===== src/include/cscb_pkg.sv =====
// ==========================================================
// shared constants and carriers for the cpu status bits
package cscb_pkg;

  // ========================================================
  // bit positions in status word two
  localparam int unsigned CSCB_EMU_POS = 11;
  localparam int unsigned CSCB_RND_POS = 10;

  // ========================================================
  // bit positions in status word three
  localparam int unsigned CSCB_LOCK_POS = 15;
  localparam int unsigned CSCB_ON_POS = 14;
  localparam int unsigned CSCB_FLUSH_POS = 13;
  localparam int unsigned CSCB_HIRQ_POS = 12;
  localparam int unsigned CSCB_FAULT_POS = 7;
  localparam int unsigned CSCB_ROM_POS = 6;
  localparam int unsigned CSCB_CLKDIS_POS = 2;

  // ========================================================
  // reset values
  localparam logic CSCB_EMU_RST = 1'b0;
  localparam logic CSCB_RND_RST = 1'b0;
  localparam logic CSCB_LOCK_RST = 1'b0;
  localparam logic CSCB_ON_RST = 1'b0;
  localparam logic CSCB_FLUSH_RST = 1'b0;
  localparam logic CSCB_HIRQ_RST = 1'b1;
  localparam logic CSCB_FAULT_RST = 1'b0;
  localparam logic CSCB_ROM_RST = 1'b0;
  localparam logic CSCB_CLKDIS_RST = 1'b0;

  // ========================================================
  // word selectors and rounding constants
  localparam logic CSCB_SEL_TWO = 1'b0;
  localparam logic CSCB_SEL_THREE = 1'b1;
  localparam int unsigned CSCB_ACC_W = 40;
  localparam logic [15:0] CSCB_HALF = 16'h8000;
  localparam logic [39:0] CSCB_HALF_40 = 40'h0000008000;

  // single-bit set or clear of a status bit
  typedef struct packed {
    logic valid;
    logic word;
    logic [3:0] idx;
    logic val;
  } cscb_bitop_t;

  // whole-word write of a status word
  typedef struct packed {
    logic valid;
    logic word;
    logic [15:0] data;
  } cscb_wr_t;

  // rounding request toward the d unit
  typedef struct packed {
    logic valid;
    logic legacy_compat_mode;
    logic [39:0] operand;
  } cscb_rnd_t;

  // whole state of the block
  typedef struct packed {
    logic emu_write_allow;
    logic round_mode_sel;
    logic cache_lock;
    logic cache_on;
    logic cache_flush_req;
    logic host_irq_ctrl;
    logic bus_fault_flag;
    logic rom_map_select;
    logic clock_output_disable;
    logic clk_out;
    logic strap_load;
    logic ibq_flush;
    logic fault_irq;
    logic [15:0] push;
    logic [39:0] res;
    logic res_valid;
  } cscb_state_t;

endpackage


===== src/rtl/cscb_status_bits.sv =====
`timescale 1ns/1ns
`default_nettype none
module cscb_status_bits
  import cscb_pkg::*;
(
  input wire logic mclk_i,
  input wire logic rst_i,
  input wire logic ce_i,
  input wire cscb_bitop_t bitop_i,
  input wire cscb_wr_t wr_i,
  input wire logic irq_enter_i,
  input wire logic reti_i,
  input wire logic [15:0] stack_st2_i,
  input wire logic sw_reset_i,
  input wire logic bus_err_i,
  input wire logic flush_done_i,
  input wire logic rom_strap_i,
  input wire cscb_rnd_t rnd_i,
  output logic [15:0] st2_o,
  output logic [15:0] st3_o,
  output logic [15:0] st2_push_o,
  output logic emu_write_allow_o,
  output logic round_mode_sel_o,
  output logic cache_on_o,
  output logic cache_lock_o,
  output logic cache_flush_o,
  output logic ibq_flush_o,
  output logic bus_fault_flag_o,
  output logic bus_fault_irq_o,
  output logic clock_output_disable_o,
  output logic clock_output_pin_o,
  output logic host_irq_n_o,
  output logic rom_map_select_o,
  output logic [39:0] round_result_o,
  output logic round_valid_o
);

  // ========================================================
  // word images
  function automatic logic [15:0] img_two(input cscb_state_t s);
    logic [15:0] w;
    w = 16'h0000;
    w[CSCB_EMU_POS] = s.emu_write_allow;
    w[CSCB_RND_POS] = s.round_mode_sel;
    return w;
  endfunction

  function automatic logic [15:0] img_three(input cscb_state_t s);
    logic [15:0] w;
    w = 16'h0000;
    w[CSCB_LOCK_POS] = s.cache_lock;
    w[CSCB_ON_POS] = s.cache_on;
    w[CSCB_FLUSH_POS] = s.cache_flush_req;
    w[CSCB_HIRQ_POS] = s.host_irq_ctrl;
    w[CSCB_FAULT_POS] = s.bus_fault_flag;
    w[CSCB_ROM_POS] = s.rom_map_select;
    w[CSCB_CLKDIS_POS] = s.clock_output_disable;
    return w;
  endfunction

  // software update of one word: whole write first, then bit op
  // the bit op lands last, so it overrides the same bit of a word written in that cycle
  function automatic logic [15:0] sw_apply(input logic [15:0] w, input logic sel,
                                           input cscb_wr_t wr, input cscb_bitop_t bo);
    logic [15:0] r;
    r = w;
    if (wr.valid && wr.word == sel) begin
      r = wr.data;
    end
    if (bo.valid && bo.word == sel) begin
      r[bo.idx] = bo.val;
    end
    return r;
  endfunction

  // ========================================================
  // rounding
  // legacy code wants the low half back, so it is only cleared outside that mode
  function automatic logic [39:0] do_round(input cscb_rnd_t rq, input logic mode);
    logic add;
    logic [39:0] sum;
    add = 1'b1;
    if (mode) begin
      add = (rq.operand[15:0] > CSCB_HALF) ||
            (rq.operand[15:0] == CSCB_HALF && rq.operand[16]);
    end
    sum = add ? rq.operand + CSCB_HALF_40 : rq.operand;
    if (!rq.legacy_compat_mode) begin
      sum[15:0] = 16'h0000;
    end
    return sum;
  endfunction

  // all state sits in one struct so that ce_i freezes it in one place
  cscb_state_t cur;
  cscb_state_t next_cur;

  // ========================================================
  // next state
  always_comb begin
    logic [15:0] w2;
    logic [15:0] w3;
    logic sw_flush;
    w2 = sw_apply(img_two(cur), CSCB_SEL_TWO, wr_i, bitop_i);
    w3 = sw_apply(img_three(cur), CSCB_SEL_THREE, wr_i, bitop_i);
    sw_flush = w3[CSCB_FLUSH_POS] && !cur.cache_flush_req;
    next_cur = cur;
    next_cur.emu_write_allow = w2[CSCB_EMU_POS];
    next_cur.round_mode_sel = w2[CSCB_RND_POS];
    next_cur.cache_lock = w3[CSCB_LOCK_POS];
    next_cur.cache_on = w3[CSCB_ON_POS];
    next_cur.host_irq_ctrl = w3[CSCB_HIRQ_POS];
    next_cur.rom_map_select = w3[CSCB_ROM_POS];
    next_cur.clock_output_disable = w3[CSCB_CLKDIS_POS];
    // a request set while the flush is still pending is dropped, so the self-clear wins in the done cycle
    next_cur.cache_flush_req = sw_flush || (cur.cache_flush_req && !flush_done_i);
    // software can only clear the fault; a fresh error wins over the clear
    next_cur.bus_fault_flag = (cur.bus_fault_flag && w3[CSCB_FAULT_POS]) || bus_err_i;
    next_cur.fault_irq = bus_err_i;
    // software reset puts round, cache lock, cache on, host irq and clock disable bits back but leaves rom mapping alone
    if (sw_reset_i) begin
      next_cur.round_mode_sel = CSCB_RND_RST;
      next_cur.cache_lock = CSCB_LOCK_RST;
      next_cur.cache_on = CSCB_ON_RST;
      next_cur.host_irq_ctrl = CSCB_HIRQ_RST;
      next_cur.clock_output_disable = CSCB_CLKDIS_RST;
    end
    // return restores, entry saves and then clears
    if (reti_i) begin
      next_cur.emu_write_allow = stack_st2_i[CSCB_EMU_POS];
    end
    if (irq_enter_i) begin
      next_cur.push = img_two(cur);
      next_cur.emu_write_allow = 1'b0;
    end
    // strap is sampled once, at the first enabled edge after reset
    if (cur.strap_load) begin
      next_cur.rom_map_select = rom_strap_i;
      next_cur.strap_load = 1'b0;
    end
    // one-cycle queue flush on a new cache flush or on the cache being switched off
    next_cur.ibq_flush = (next_cur.cache_flush_req && !cur.cache_flush_req) ||
                         (cur.cache_on && !next_cur.cache_on);
    // pin runs at half the clock and parks low when disabled, so no runt pulse is left
    next_cur.clk_out = next_cur.clock_output_disable ? 1'b0 : !cur.clk_out;
    // rounding takes the mode as it stood before this edge
    next_cur.res_valid = rnd_i.valid;
    if (rnd_i.valid) begin
      next_cur.res = do_round(rnd_i, cur.round_mode_sel);
    end
  end

  // ========================================================
  // state register, frozen while ce_i is low
  always_ff @(posedge mclk_i or posedge rst_i) begin
    if (rst_i) begin
      cur <= '0;
      cur.emu_write_allow <= CSCB_EMU_RST;
      cur.round_mode_sel <= CSCB_RND_RST;
      cur.cache_lock <= CSCB_LOCK_RST;
      cur.cache_on <= CSCB_ON_RST;
      cur.cache_flush_req <= CSCB_FLUSH_RST;
      cur.host_irq_ctrl <= CSCB_HIRQ_RST;
      cur.bus_fault_flag <= CSCB_FAULT_RST;
      cur.rom_map_select <= CSCB_ROM_RST;
      cur.clock_output_disable <= CSCB_CLKDIS_RST;
      // arms the one-time rom map load from the configuration pin
      cur.strap_load <= 1'b1;
    end else if (ce_i) begin
      cur <= next_cur;
    end
  end

  // ========================================================
  // outputs straight from the state register
  assign st2_o = img_two(cur);
  assign st3_o = img_three(cur);
  assign st2_push_o = cur.push;
  assign emu_write_allow_o = cur.emu_write_allow;
  assign round_mode_sel_o = cur.round_mode_sel;
  assign cache_on_o = cur.cache_on;
  assign cache_lock_o = cur.cache_lock;
  assign cache_flush_o = cur.cache_flush_req;
  assign ibq_flush_o = cur.ibq_flush;
  assign bus_fault_flag_o = cur.bus_fault_flag;
  assign bus_fault_irq_o = cur.fault_irq;
  assign clock_output_disable_o = cur.clock_output_disable;
  assign clock_output_pin_o = cur.clk_out;
  // the pin is the bit itself: clear then set gives the low pulse to the host
  assign host_irq_n_o = cur.host_irq_ctrl;
  assign rom_map_select_o = cur.rom_map_select;
  assign round_result_o = cur.res;
  assign round_valid_o = cur.res_valid;

  // ========================================================
  // checks
  emu_clear_a: assert property (@(posedge mclk_i) disable iff (rst_i)
    ce_i && irq_enter_i |=> !emu_write_allow_o)
    else $error("entry did not clear write allow");

  emu_push_a: assert property (@(posedge mclk_i) disable iff (rst_i)
    ce_i && irq_enter_i |=> st2_push_o[11] == $past(emu_write_allow_o))
    else $error("pushed word lost write allow");

  emu_restore_a: assert property (@(posedge mclk_i) disable iff (rst_i)
    ce_i && reti_i && !irq_enter_i |=> emu_write_allow_o == $past(stack_st2_i[11]))
    else $error("return did not restore write allow");

  fault_set_a: assert property (@(posedge mclk_i) disable iff (rst_i)
    ce_i && bus_err_i |=> bus_fault_flag_o && bus_fault_irq_o)
    else $error("bus error not flagged");

  fault_hold_a: assert property (@(posedge mclk_i) disable iff (rst_i)
    ce_i && !bus_err_i && !bus_fault_flag_o |=> !bus_fault_flag_o)
    else $error("fault flag set by software");

  flush_queue_a: assert property (@(posedge mclk_i) disable iff (rst_i)
    $rose(cache_flush_o) |-> ibq_flush_o)
    else $error("flush without queue flush");

  cache_off_a: assert property (@(posedge mclk_i) disable iff (rst_i)
    $fell(cache_on_o) |-> ibq_flush_o)
    else $error("cache disable without queue flush");

  round_inf_a: assert property (@(posedge mclk_i) disable iff (rst_i)
    ce_i && rnd_i.valid && !round_mode_sel_o && !rnd_i.legacy_compat_mode |=>
      round_result_o == {$past(rnd_i.operand[39:16]) + 24'h000001 * $past(rnd_i.operand[15]), 16'h0000})
    else $error("round to infinity wrong");

  round_low_a: assert property (@(posedge mclk_i) disable iff (rst_i)
    ce_i && rnd_i.valid && round_mode_sel_o && !rnd_i.legacy_compat_mode && !rnd_i.operand[15] |=>
      round_result_o == {$past(rnd_i.operand[39:16]), 16'h0000})
    else $error("round to nearest wrong");

  clk_off_a: assert property (@(posedge mclk_i) disable iff (rst_i)
    ce_i && clock_output_disable_o ##1 clock_output_disable_o |-> !clock_output_pin_o)
    else $error("clock pin runs while disabled");

  rom_keep_a: assert property (@(posedge mclk_i) disable iff (rst_i)
    ce_i && sw_reset_i && !bitop_i.valid && !wr_i.valid && !$past(rst_i) |=> $stable(rom_map_select_o))
    else $error("software reset moved rom map");

  // ========================================================
  // checks on the cache bits
  // flush bit is set by software and only flush_done_i may clear it
  flush_hold_a: assert property (@(posedge mclk_i) disable iff (rst_i)
    ce_i && cache_flush_o && !flush_done_i |=> cache_flush_o)
    else $error("flush bit dropped before done");

  flush_end_a: assert property (@(posedge mclk_i) disable iff (rst_i)
    ce_i && cache_flush_o && flush_done_i |=> !cache_flush_o)
    else $error("flush bit kept after done");

  lock_op_a: assert property (@(posedge mclk_i) disable iff (rst_i)
    ce_i && bitop_i.valid && bitop_i.word == CSCB_SEL_THREE && bitop_i.idx == 4'(CSCB_LOCK_POS) &&
      !sw_reset_i |=> cache_lock_o == $past(bitop_i.val))
    else $error("freeze bit not taken");

  cache_op_a: assert property (@(posedge mclk_i) disable iff (rst_i)
    ce_i && bitop_i.valid && bitop_i.word == CSCB_SEL_THREE && bitop_i.idx == 4'(CSCB_ON_POS) &&
      !sw_reset_i |=> cache_on_o == $past(bitop_i.val))
    else $error("cache enable bit not taken");

  // ========================================================
  // checks on the fault, clock, host and rom bits
  fault_clear_a: assert property (@(posedge mclk_i) disable iff (rst_i)
    ce_i && bitop_i.valid && bitop_i.word == CSCB_SEL_THREE && bitop_i.idx == 4'(CSCB_FAULT_POS) &&
      !bitop_i.val && !bus_err_i |=> !bus_fault_flag_o)
    else $error("fault flag not cleared by zero");

  fault_irq_a: assert property (@(posedge mclk_i) disable iff (rst_i)
    ce_i && !bus_err_i |=> !bus_fault_irq_o)
    else $error("fault irq without bus error");

  clk_run_a: assert property (@(posedge mclk_i) disable iff (rst_i)
    ce_i && !clock_output_disable_o ##1 !clock_output_disable_o |-> clock_output_pin_o != $past(clock_output_pin_o))
    else $error("clock pin stuck while enabled");

  clk_dis_a: assert property (@(posedge mclk_i) disable iff (rst_i)
    ce_i && bitop_i.valid && bitop_i.word == CSCB_SEL_THREE && bitop_i.idx == 4'(CSCB_CLKDIS_POS) &&
      !sw_reset_i |=> clock_output_disable_o == $past(bitop_i.val))
    else $error("clock disable bit not taken");

  host_op_a: assert property (@(posedge mclk_i) disable iff (rst_i)
    ce_i && bitop_i.valid && bitop_i.word == CSCB_SEL_THREE && bitop_i.idx == 4'(CSCB_HIRQ_POS) &&
      !sw_reset_i |=> host_irq_n_o == $past(bitop_i.val))
    else $error("host irq bit not taken");

  rom_op_a: assert property (@(posedge mclk_i) disable iff (rst_i)
    ce_i && bitop_i.valid && bitop_i.word == CSCB_SEL_THREE && bitop_i.idx == 4'(CSCB_ROM_POS) &&
      !$past(rst_i) |=> rom_map_select_o == $past(bitop_i.val))
    else $error("rom map bit not taken");

  // ========================================================
  // checks on the emulation bit and rounding
  // each case names its own expected value, none is read back from do_round
  emu_op_a: assert property (@(posedge mclk_i) disable iff (rst_i)
    ce_i && bitop_i.valid && bitop_i.word == CSCB_SEL_TWO && bitop_i.idx == 4'(CSCB_EMU_POS) &&
      !reti_i && !irq_enter_i |=> emu_write_allow_o == $past(bitop_i.val))
    else $error("write allow bit not taken");

  push_keep_a: assert property (@(posedge mclk_i) disable iff (rst_i)
    ce_i && !irq_enter_i |=> $stable(st2_push_o))
    else $error("saved word two moved without entry");

  round_tie_a: assert property (@(posedge mclk_i) disable iff (rst_i)
    ce_i && rnd_i.valid && round_mode_sel_o && !rnd_i.legacy_compat_mode && rnd_i.operand[15:0] == CSCB_HALF |=>
      round_result_o == {$past(rnd_i.operand[39:16]) + {23'h000000, $past(rnd_i.operand[16])}, 16'h0000})
    else $error("tie rounding wrong");

  round_high_a: assert property (@(posedge mclk_i) disable iff (rst_i)
    ce_i && rnd_i.valid && round_mode_sel_o && !rnd_i.legacy_compat_mode && rnd_i.operand[15:0] > CSCB_HALF |=>
      round_result_o == {$past(rnd_i.operand[39:16]) + 24'h000001, 16'h0000})
    else $error("round up above half wrong");

  round_keep_a: assert property (@(posedge mclk_i) disable iff (rst_i)
    ce_i && rnd_i.valid && rnd_i.legacy_compat_mode |=> round_result_o[14:0] == $past(rnd_i.operand[14:0]))
    else $error("legacy rounding cleared low bits");

  round_valid_a: assert property (@(posedge mclk_i) disable iff (rst_i)
    ce_i |=> round_valid_o == $past(rnd_i.valid))
    else $error("round valid out of step");

endmodule
`default_nettype wire


===== config.mk =====
export PLATFORM = sky130hd
export DESIGN_NAME = cscb_status_bits
export DESIGN_NICKNAME = d
export VERILOG_FILES = /design/src/include/cscb_pkg.sv /design/src/rtl/cscb_status_bits.sv
export SDC_FILE = /design/constraint.sdc
export NUM_CORES = 1
export LEC_CHECK = 0
export BUFFER_PORTS_ARGS = -buffer_cell sky130_fd_sc_hd__clkbuf_2
export CAP_MARGIN = 30
export CORE_ASPECT_RATIO = 0.6
export CORE_MARGIN = 2
export CORE_UTILIZATION = 50
export CTS_CLUSTER_SIZE = 14
export DETAILED_ROUTE_END_ITERATION = 7
export PLACE_DENSITY_LB_ADDON = 0.1
export SYNTH_ARGS = -nofsm -noshare
export SYNTH_HDL_FRONTEND = slang
export SYNTH_SLANG_ARGS = --single-unit

===== constraint.sdc =====
create_clock -name mclk_i -period 3.7 [get_ports mclk_i]
set_input_delay 0.185 -clock mclk_i [delete_from_list [all_inputs] [get_ports mclk_i]]
set_output_delay 0.185 -clock mclk_i [all_outputs]
set_load 0.02 [all_outputs]

# == Word level (Yosys, flattened, before mapping) ==
# Cells that the tools add are included.
# totals
ff_bits,56
input_bits,92
output_inout_bits,101
word_cells,63
# classes
add_sub_neg,1
n_lt_le_gt_ge,3
eq_ne,1
mux,19
bitwise,2
reduce_logical,21
# ops
op,count
$mux W16,4
$add A40 B16 Y40 const B,1
$mux W40,1
$bwmux W16,2
$eq A16 B16 Y1 const B,1
$gt A16 B16 Y1 const B,1
$mux W12,1
$logic_and A1 B1 Y1,11
$mux W1,9
$lt A4 B5 Y1 const B,1
$demux W1 S4,1
$ge A4 B1 Y1 const B,1
$logic_not A1 Y1,4
$logic_or A1 B1 Y1,4
$reduce_and A2 Y1,2
$mux W3,1
$not A1 Y1,2

# == Longest topological paths before layout ==
# Gate-level depths: netlist of the first run.
# depth
word_depth,10
mapped_depth,6
mapped_depth_nobuf,6

# == Least setup slack after synthesis of the first run ==
# No wires, ideal clock.
# synth_timing
path_type,register to register
start,register cur (netlist bit round_mode_sel_o)
end,register cur (netlist bit round_result_o[37])
setup_time_ps,126
t_arrival_ps,1406
required_time_ps,3574
path_slack_ps,2168
stages_incl_launch_ff,5
n_path_buf,1
period_less_slack_ps,1532
path_cell_list,dfrtp_1 -> clkbuf_1 -> a211oi_4 -> a31oi_1 -> a221o_1
# synth_via
elab_chain_cells,3
# synth_lines
item,line_no,text
from (decl),cscb_status_bits.sv:95,cscb_state_t cur;
from (signal assigned),cscb_status_bits.sv:170,cur <= next_cur;
$mux W1,cscb_status_bits.sv:83,if (mode) begin
$mux W1,cscb_status_bits.sv:148,if (rnd_i.valid) begin
$mux W40,cscb_status_bits.sv:87,sum = add ? rq.operand + CSCB_HALF_40 : rq.operand;
# No other way between the ends. The select of a mux whose other input is x is not followed.
# A chain may end at the register's enable or synchronous reset.

# == Worst setup path in the final report of the first run ==
# layout_timing
start,input ce_i
end,register cur (netlist bit round_result_o[37])
# layout_via
elab_chain_cells,1
# layout_lines
item,line_no,text
from (decl),cscb_status_bits.sv:8,"input wire logic ce_i,"
$reduce_and A2 Y1 (no line),--,
# No other way between the ends.

==> results.md, run 1 <==
- Sequential-to-total area share from yosys stat: between 30% and 40%
- Max-cap violations: 0
- Setup Fix Bufs, Post-CTS: 0
- Max-slew headroom: between 40 and 50%
- Psw: approximately 0.54 mW
- Post-layout minimum cycle time: roughly 1.7 ns
- Num CTS Buffers: 5
- First-pass GRT wire length: approximately 13 mm
- Int Pwr: between 1 and 1.5 mW
- Largest net degree at the start of global routing: 39
- CTS-repair resized insts: 0
- Share of cells above drive strength 1: 34.14%
- HP Class: in -> async
- DR iter-0 viols: 141
- Detailed Place HPWL: between 6 and 7 mm
- Synth top area share: between 30% and 40%
- Placed cell area: 3993 um^2
- Final Instance Area: ~4100 um^2
- Clock Skew: around 0.0026 ns
- Most frequent cells in the layout: clkbuf_2, nand2_1, dfrtp_1
- Pwr dens: between 300 and 400 nW/um^2
- Std cell rows: 24
- GRT Total Usage: about a fifth
- CP Launch Type: input port
- Top cells by area, synth: dfrtp_1, buf_4, nand2_1, nand3_1, mux2_2
- Register share of total power: 45.1%
- Height of the die: between 70 and 80 um
- IO Pins: 193
- CTS tree: done
- First-pass DRT Iterations: 4
- DR vias/cell: 4.859
- Max-slew violations: 0
- Residual DRC: 0
- Gr ovfl total: 0
- Critical path type: in -> reg
- Starting density of the core: between 50% and 60%
- Die width: about 120 um
- Initial antenna violation count: 0
- Slew @ Worst Pin: between 0.8 and 0.9 ns
- Post-route setup TNS: 0 ns
- Seq cells post-synth: 56
- Combinational share of power: 26.7%
- Lkg Pwr: about 2.1 nW
- Syn. warnings: 0
- Status: finished, final reports clean
- Diode count: 0
- Layout area overhead: 9.997%
- CP Data Required Time: a little under 4 ns
- Final setup fails: 0
- Hold WS: 0.02393 ns
- Clock Latency Late Sink: 0.30 ns
- Die ar.: ~8200 um^2
- Most common cell after layout, fill and taps aside: clkbuf_2
- Switching share of power: roughly 33%
- CP arrival: between 1.5 and 2 ns
- Setup crit end kind: flop
- Clk pwr share: 28.2%
- Nets: 590
- Worst vdd ir: approximately 0.23 mV
- Antenna Nets Post-Route: 0
- CTS Sinks: 56
- RSZ-0062 raised after global routing: false
- Maximum fanout along the worst path: 32
- Final period util: about 45%
- Final hold vios: 0
- Reg clk slew, reported paths: ~0.060 ns
- Post-synthesis cell type count: 56
- Synth Area per Inst: between 8 and 9 um^2
- CTS root buf: clkbuf_16
- Synth Instances: 420
- Achievable frequency: ~600 MHz
- Clk buf depth: 2
- Place WS: between 1.5 and 2 ns
- Top cell type by total area after synthesis: dfrtp_1
- CTS Hold Bufs: 0
- Final core utilization: between 50% and 60%
- Gpl congestion: a little under 0.9
- Avg WL per Cell: between 10 and 15 um
- Synthesized area: approximately 3800 um^2
- H-tree depth: 2
- Number of global-route vias before repair: around 2600
- Async set-reset flop share out of synthesis: 100.0%
- Fin worst setup slack: between 2 and 2.5 ns
- Core area: around 7300 um^2
- Via count: just under 3000
- Wirelength, routed: 8.143 mm
- Post-synth EDFFs: 0
- PortBufs: roughly 130
- Top_reg_cell synth: dfrtp_1
[synth_stat cells, drive strengths merged, types with 2 or more instances]
cell and n:
dfstp 2, or3 2, and3 6, xor2 7, xnor2 10, mux2 10, a211oi 5, inv 7
nand4 8, nand2b 4, and4 3, nor2 12, nand3 26, nor4 6, clkbuf 11, a21oi 6
a31oi 3, o21a 4, nor3 7, buf 91, dfrtp 54, mux2i 7, nor2b 5, a221o 3
nand3b 2, o21ai 25, nand2 76
[metal layers]
metal / vias up / global-route usage (%) / part of all wire [%]
li1: 1460 / - / -
met1: 1352 / 31.17 / 51
met3: 8 / 5.656 / 7.7
met4: 0 / 5.291 / 0.96
met5: - / 0 / 0
met2: 105 / 27.68 / 40
[power groups by stage]
stage	sequential, mW	combinational, mW	clock (mW)
final	0.731	0.433	0.458
after global routing	0.741	0.474	0.500
after CTS	0.732	0.437	0.471
after detailed placement	0.742	0.437	0
after global placement	0.740	0.430	0
after floorplan	0.747	0.377	0
[critical path: stages]
cell and delay [ns]:
clkbuf_2 0.40, nand2_2 0.48, buf_4 0.39, a221o_1 0.37
[registers in the layout, indices dropped and copies added (netlist names)]
register and count:
bus_fault_flag_o 1, bus_fault_irq_o 1, cache_flush_o 1, cache_lock_o 1, cache_on_o 1, clock_output_disable_o 1
clock_output_pin_o 1, cur 1, emu_write_allow_o 1, host_irq_n_o 1, ibq_flush_o 1, rom_map_select_o 1
round_mode_sel_o 1, round_result_o 40, round_valid_o 1, st2_push_o 2
[metrics by stage]
stage	cells	power (mW)
2_1_floorplan	456	1.124
3_3_place_gp	594	1.170
3_5_place_dp	594	1.179
4_1_cts	602	1.639
5_1_grt	602	1.715
6_report	602	1.621
[logic make-up after synthesis]
| group | count (synthesis) | share of synthesized area [%] |
|---|---|---|
| flops | 56 | 37.39 |
| mux | 17 | 4.865 |
| simple gates | 163 | 22.79 |
| compound gates | 56 | 10.73 |
| xor+xnor | 17 | 3.965 |
| other cells | 1 | 0.09987 |
| fa+ha+maj | 1 | 0.3332 |
| buf+inv | 109 | 19.83 |
[cell type report]
cell class                      count  area, um^2
Inverter                            7       26.28
Fill cell                         733        3137
Clock buffer                        7       132.6
Clock inverter                      1       5.005
Tap cell                          104       130.1
Sequential cell                    56        1404
Timing Repair Buffer              136       688.2
Multi-Input combinational cell    291        1744
[final timing paths]
path	start	slack (ns)	endpoint	cells past startpoint
setup / recovery	ce_i	2.04	round_result_o[37]	4
hold / removal	rst_i	0.02	emu_write_allow_o	2
setup reg to reg	round_mode_sel_o	2.08	round_result_o[33]	3
hold reg to reg	round_result_o[10]	0.47	round_result_o[10]	2
max in group asynchronous	rst_i	2.85	cur[59]	3
min in group mclk_i	bus_err_i	0.13	bus_fault_flag_o	2
Note: power is estimated with default switching activity, not from simulation.
==> inputs of run 2 (changes only) <==
--- a/config.mk
+++ b/config.mk
@@ -5,11 +5,12 @@
 export SDC_FILE = /design/constraint.sdc
 export NUM_CORES = 1
 export LEC_CHECK = 0
+export ABC_AREA = 1
 export BUFFER_PORTS_ARGS = -buffer_cell sky130_fd_sc_hd__clkbuf_2
 export CAP_MARGIN = 30
 export CORE_ASPECT_RATIO = 0.6
 export CORE_MARGIN = 2
-export CORE_UTILIZATION = 50
+export CORE_UTILIZATION = 47
 export CTS_CLUSTER_SIZE = 14
 export DETAILED_ROUTE_END_ITERATION = 7
 export PLACE_DENSITY_LB_ADDON = 0.1
==> constraint.sdc (replaced) <==
create_clock -name mclk_i -period 1.7 [get_ports mclk_i]
set_input_delay 0.085 -clock mclk_i [delete_from_list [all_inputs] [get_ports mclk_i]]
set_output_delay 0.085 -clock mclk_i [all_outputs]
set_load 0.02 [all_outputs]
==> run 2 against run 1 <==
Non-clock buffer count grew 5; sequential power grew 120%; clock power grew 130%; hold slack worse by 0.0066 ns; largest power group unchanged.
==> results.md, run 2 <==
- Status: finished, final reports clean
- Final hold vios: 0
- Top cells by count, synth: nand2_1, buf_4, dfrtp_1, nor2_1, inv_1
- Cell count of the worst reg-to-reg path: 5
- Residual DRC: 0
- Gr ovfl total: 0
- Post-route setup TNS: 0 ns
- Num CTS Buffers: 5
- DR iter-0 viols: 181
- Starting density of the core: 49.13%
- R2R Setup Slk: between 0.4 and 0.5 ns
- Async set-reset flop share out of synthesis: 100.0%
- Max-cap violations: 0
- Seq. cell area: approximately 1400 um^2
- First-pass GRT wire length: between 15 and 20 mm
- Sequential-to-total area share from yosys stat: around 36%
- Final Instance Area: approximately 4400 um^2
- Std cell rows: 25
- Setup crit end kind: flop
- Critical R2R Capture: round_result_o[33]
- Initial antenna violation count: 0
- Synth top area share: roughly 34%
- Largest register FFs: 40
- PortBufs: 133
- Die width: 122.1 um
- Top cells by area, synth: dfrtp_1, nand2_1, buf_4, nand3_1, nor2_1
- Final setup fails: 0
- Top cell type by total area after synthesis: dfrtp_1
- RSZ-0062 raised after global routing: false
- CP arrival: 1.45 ns
- Worst vdd ir: 0.4428 mV
- Clk buf depth: 2
- Placed cell area: roughly 4200 um^2
- Detailed Place HPWL: ~7.7 mm
- Share of cells above drive strength 1: between 20% and 30%
- Wirelength, routed: between 9 and 10 mm
- Pwr dens: between 800 and 900 nW/um^2
- Fill cells: between 800 and 900
- Top_reg_cell synth: dfrtp_1
- Nets: 734
- Most common cell in the netlist: nand2_1
- Synthesized area: 3934 um^2
- Diode count: 0
- HP Class: in -> reg
- Setup Fix Bufs, Post-CTS: 0
- Largest net degree at the start of global routing: 57
- Post-layout minimum cycle time: about 1.3 ns
- Die ar.: 9142 um^2
- DR vias/cell: around 4.6
- Area of the multi-input gates: approximately 1800 um^2
- Height of the die: 74.87 um
- CTS root buf: clkbuf_16
- Final period util: roughly 74%
- Crit path launch: round_mode_sel_o
- CTS Sinks: 56
- H-tree depth: 2
- Critical path type: reg -> reg
- GRT Total Usage: between 20% and 30%
- Synth Area per Inst: 7.062 um^2
- CTS-repair resized insts: 0
- Seq cells post-synth: 56
- Via count: between 3000 and 4000
- Most common cell after layout, fill and taps aside: nand2_1
- CP Launch Type: flop
- Core area: between 8000 and 9000 um^2
- Max-slew violations: 0
- CP endpoint: round_result_o[33]
- Gpl congestion: between 0.9 and 1
- Antenna Nets Post-Route: 0
- CTS tree: done
- Reg clk slew, reported paths: roughly 0.070 ns
- PnR Total Power: 3.696 mW
- Layout area overhead: 11.32%
- Clock Latency Late Sink: 0.29 ns
- First-pass DRT Iterations: 5
- Achievable frequency: 791.3 MHz
- R2R Path Start: round_mode_sel_o
- Synth Instances: between 500 and 600
- Lkg Pwr: 2.482 nW
- Most frequent cells in the layout: nand2_1, clkbuf_2, dfrtp_1
- Post-synth EDFFs: 0
- Clock Skew: 0.001436 ns
- IO Pins: roughly 190
- Syn. warnings: 0
- Maximum fanout along the worst path: 14
- Post-synthesis cell type count: 32
- Avg WL per Cell: 13.06 um
- Number of global-route vias before repair: a little under 3000
- CP Data Required Time: 1.89 ns
## run 2: how the worst min path moves through the flow
stage,from,to,cells past startpoint
after floorplan,rnd_i[10],round_result_o[10],1
after global placement,rst_i,round_result_o[23],3
after detailed placement,rst_i,round_result_o[23],3
after CTS,rnd_i[11],round_result_o[11],2
after global routing,rnd_i[11],round_result_o[11],2
final,rnd_i[11],round_result_o[11],2
## run 2: cell families (layout without fill, tap and decap cells)
kind of cell | after synthesis | count (layout) | synth area share (%)
and+or+nand+nor | 284 | 284 | 29.55
buffers and inverters | 146 | 195 | 22.58
DFF | 56 | 56 | 35.69
AOI/OAI and AO/OA | 53 | 53 | 8.174
xor gates and xnor gates | 15 | 15 | 3.340
adders and majority gates | 1 | 1 | 0.3180
other | 1 | 37 | 0.09533
muxes | 1 | 1 | 0.2545
## run 2: cell type report
class | instances | area share, %
Clock buffer | 7 | 3.257
Clock inverter | 1 | 0.1714
Inverter | 46 | 3.943
Multi-Input combinational cell | 391 | 40.57
Sequential cell | 56 | 32.06
Tap cell | 108 | 3.086
Timing Repair Buffer | 141 | 16.91
## run 2: where the power goes
group          internal [mW]  switching [mW]
logic                  0.333           0.707
registers               1.49           0.100
clock network          0.589           0.475
## run 2: critical path, stage by stage, from the launching register on
cell and delay (ns):
dfrtp_1 0.46, nand2_1 0.35, nand2_1 0.17, nand2_1 0.06
nand2_1 0.06, nand2_1 0.05
## run 2: through the flow
stage / hold WS, ns / std cells / setup slack [ns] / utilization (%)
floorplan: 0.2175 / 593 / 0.2470 / -
global placement: 0.1485 / 741 / 0.2403 / 52.69
detailed placement: 0.1550 / 741 / 0.2306 / 52.69
CTS: 0.01271 / 750 / 0.4267 / 54.69
global route: 0.01707 / 750 / 0.3084 / 54.69
finish: 0.01735 / 750 / 0.4362 / 54.69
## run 2: layer usage
layer  track usage (%)  up-vias  share of wire (%)
met1             34.40     1548                 51
met5                 0        -                  0
met4             3.831        0               0.52
met2             28.31      142                 39
li1                  -     1792                  -
met3             6.515        5                9.3
## run 2: repair_timing
action | 4_1_cts | 5_1_grt
hold buffers | 1 | 0
hold endpoints to repair | 54 | 0
endpoints found under the setup margin | 0 | 0
==> inputs of run 3 (changes only) <==
==> constraint.sdc (replaced) <==
create_clock -name mclk_i -period 1.3 [get_ports mclk_i]
set_input_delay 0.065 -clock mclk_i [delete_from_list [all_inputs] [get_ports mclk_i]]
set_output_delay 0.065 -clock mclk_i [all_outputs]
set_load 0.02 [all_outputs]
==> run 3 against run 2 <==
Clock power grew 42%; via count grew 2.2%; maximum frequency grew 12%; highest routed layer unchanged; hold slack lost 0.012 ns; die area is the same; sequential cell count is the same; worst setup slack lost 0.27 ns; register-to-register slack lost 0.27 ns; sequential power grew 31%; non-clock buffer count grew 14; clock-buffer cell count shrank 1.
==> results.md, run 3 (synthesis gave the netlist of run 2 again) <==
- Status: finished, final reports clean
- CTS Sinks: 56
- Avg WL per Cell: between 10 and 15 um
- Top cell by count, worst path: nand2_1
- Critical path type: reg -> reg
- Core area: 8008 um^2
- Pwr dens: ~1100 nW/um^2
- Max-cap violations: 0
- Most common cell after layout, fill and taps aside: nand2_1
- Worst vdd ir: between 0.5 and 0.6 mV
- Setup Fix Bufs, Post-CTS: 0
- Critical path's largest stage delay: ~0.50 ns
- IO Pins: roughly 190
- Hold Path Sink: round_result_o[11]
- Setup crit end kind: flop
- Residual DRC: 0
- Clk buf depth: 2
- Post-layout minimum cycle time: around 1.1 ns
- Final Non-Filler Cells: 764
- CTS-repair resized insts: 0
- Lkg Pwr: roughly 2.6 nW
- CP Data Required Time: approximately 1.5 ns
- Diode count: 0
- First-pass DRT Iterations: 5
- Largest register FFs: 40
- DR vias/cell: between 4 and 5
- Height of the die: around 75 um
- First-pass GRT wire length: approximately 16 mm
- Achievable frequency: between 800 and 900 MHz
- Std cell rows: 25
- Detailed Place HPWL: between 8 and 9 mm
- Crit path max-delay family: flip-flops
- Critical R2R Capture: round_result_o[21]
- R2R Path Start: round_mode_sel_o
- Gpl congestion: 0.9012
- Met3 wire length: 943 um
- Met1 WL: 5.140 mm
- CP Buf/Inv Count: 1
- CP max-delay cell: dfrtp_1
- Post-route setup TNS: 0 ns
- GRT Total Usage: a little under a quarter
- Antenna Nets Post-Route: 0
- RSZ-0062 raised after global routing: false
- Most frequent cells in the layout: nand2_1, clkbuf_2, dfrtp_1
- Seq. cell area: around 1400 um^2
- HP Class: in -> reg
- Largest net degree at the start of global routing: 24
- Final period util: between 80% and 90%
- Met2 wire length: approximately 4 mm
- CTS root buf: clkbuf_16
- CTS tree: done
- Layout area overhead: 15.14%
- Starting density of the core: around 49%
- Die ar.: ~9100 um^2
- Top Layer Used: met4
- H-tree depth: 2
- Num CTS Buffers: 5
- Share of cells above drive strength 1: about a quarter
- CTS Hold Bufs: 2
- Area of the multi-input gates: about 1800 um^2
- Reg clk slew, reported paths: approximately 0.070 ns
- Cell count of the worst reg-to-reg path: 6
- Number of global-route vias before repair: around 3200
- Wirelength, routed: ~10 mm
- Fill cells: 799
- Final hold vios: 0
- Maximum fanout along the worst path: 14
- Clock Latency Late Sink: between 0.2 and 0.3 ns
- Via count: roughly 3600
- PortBufs: between 100 and 150
- Die width: ~120 um
- Initial antenna violation count: 0
- Nets: between 700 and 800
- CP Launch Type: flop
- Post-placement cell count: about 750
- Hold path start: rnd_i[11]
- Gr ovfl total: 0
- DR iter-0 viols: ~230
- Final setup fails: 0
- Clock Skew: around 0.0015 ns
- WHS Path Cells: 2
- Final core utilization: between 50% and 60%
- CP arrival: 1.31 ns
- Crit-path cells: nand2_1 > buf_12 > nand2_1 > nand2_1 > nand2_1 > nand2_1
- Hold WS: ~0.0057 ns
- Max-slew violations: 0
- R2R Setup Slk: about 0.17 ns
-- run 3: worst reg2reg max path: cells and delay by family (launching register included) --
| kind | cells | cell delay [ns] |
|---|---|---|
| flops | 1 | 0.50 |
| buf+inv | 1 | 0.17 |
| simple gates | 5 | 0.36 |
-- run 3: how the worst max path moves through the flow --
stage               slack (ns)                 end  depth (start not counted)             start
finish                    0.17  round_result_o[21]                          6  round_mode_sel_o
global route              0.05  round_result_o[21]                          6  round_mode_sel_o
CTS                       0.16  round_result_o[21]                          6  round_mode_sel_o
detailed placement        0.02  round_result_o[31]                         11         rnd_i[16]
global placement          0.03  round_result_o[31]                         11         rnd_i[16]
floorplan                 0.07  round_result_o[17]                          7  round_mode_sel_o
-- run 3: power by group --
group / internal, mW / total (mW) / switching (mW) / leakage, nW
clock: 0.907 / 1.51 / 0.598 / 0.0808
combinational: 0.468 / 1.41 / 0.940 / 1.78
sequential: 1.95 / 2.09 / 0.134 / 0.701
total: 3.33 / 5.00 / 1.67 / 2.57
-- run 3: per-layer routing --
layer  vias to the layer above  track usage [%]
met4                         0            3.448
met1                      1601            36.45
met2                       138            32.09
met3                         2            5.076
met5                         -                0
li1                       1822                -
-- run 3: cell type report --
cell class,instances,area share (%)
multi-input cells,391,39.23
flip-flops and latches,56,30.99
repair buffers,155,19.28
inverters,46,3.895
well taps,108,2.983
clock buffers,6,2.845
clock inverters,2,0.7735
-- run 3: stage by stage --
step / setup slack [ns] / area (um^2) / power [mW]
after global placement: 0.02797 / 4345 / 3.503
after global routing: 0.05485 / 4529 / 5.310
after detailed placement: 0.02224 / 4345 / 3.519
after CTS: 0.1625 / 4529 / 5.056
final: 0.1692 / 4529 / 4.999
after floorplan: 0.07429 / 4075 / 3.294
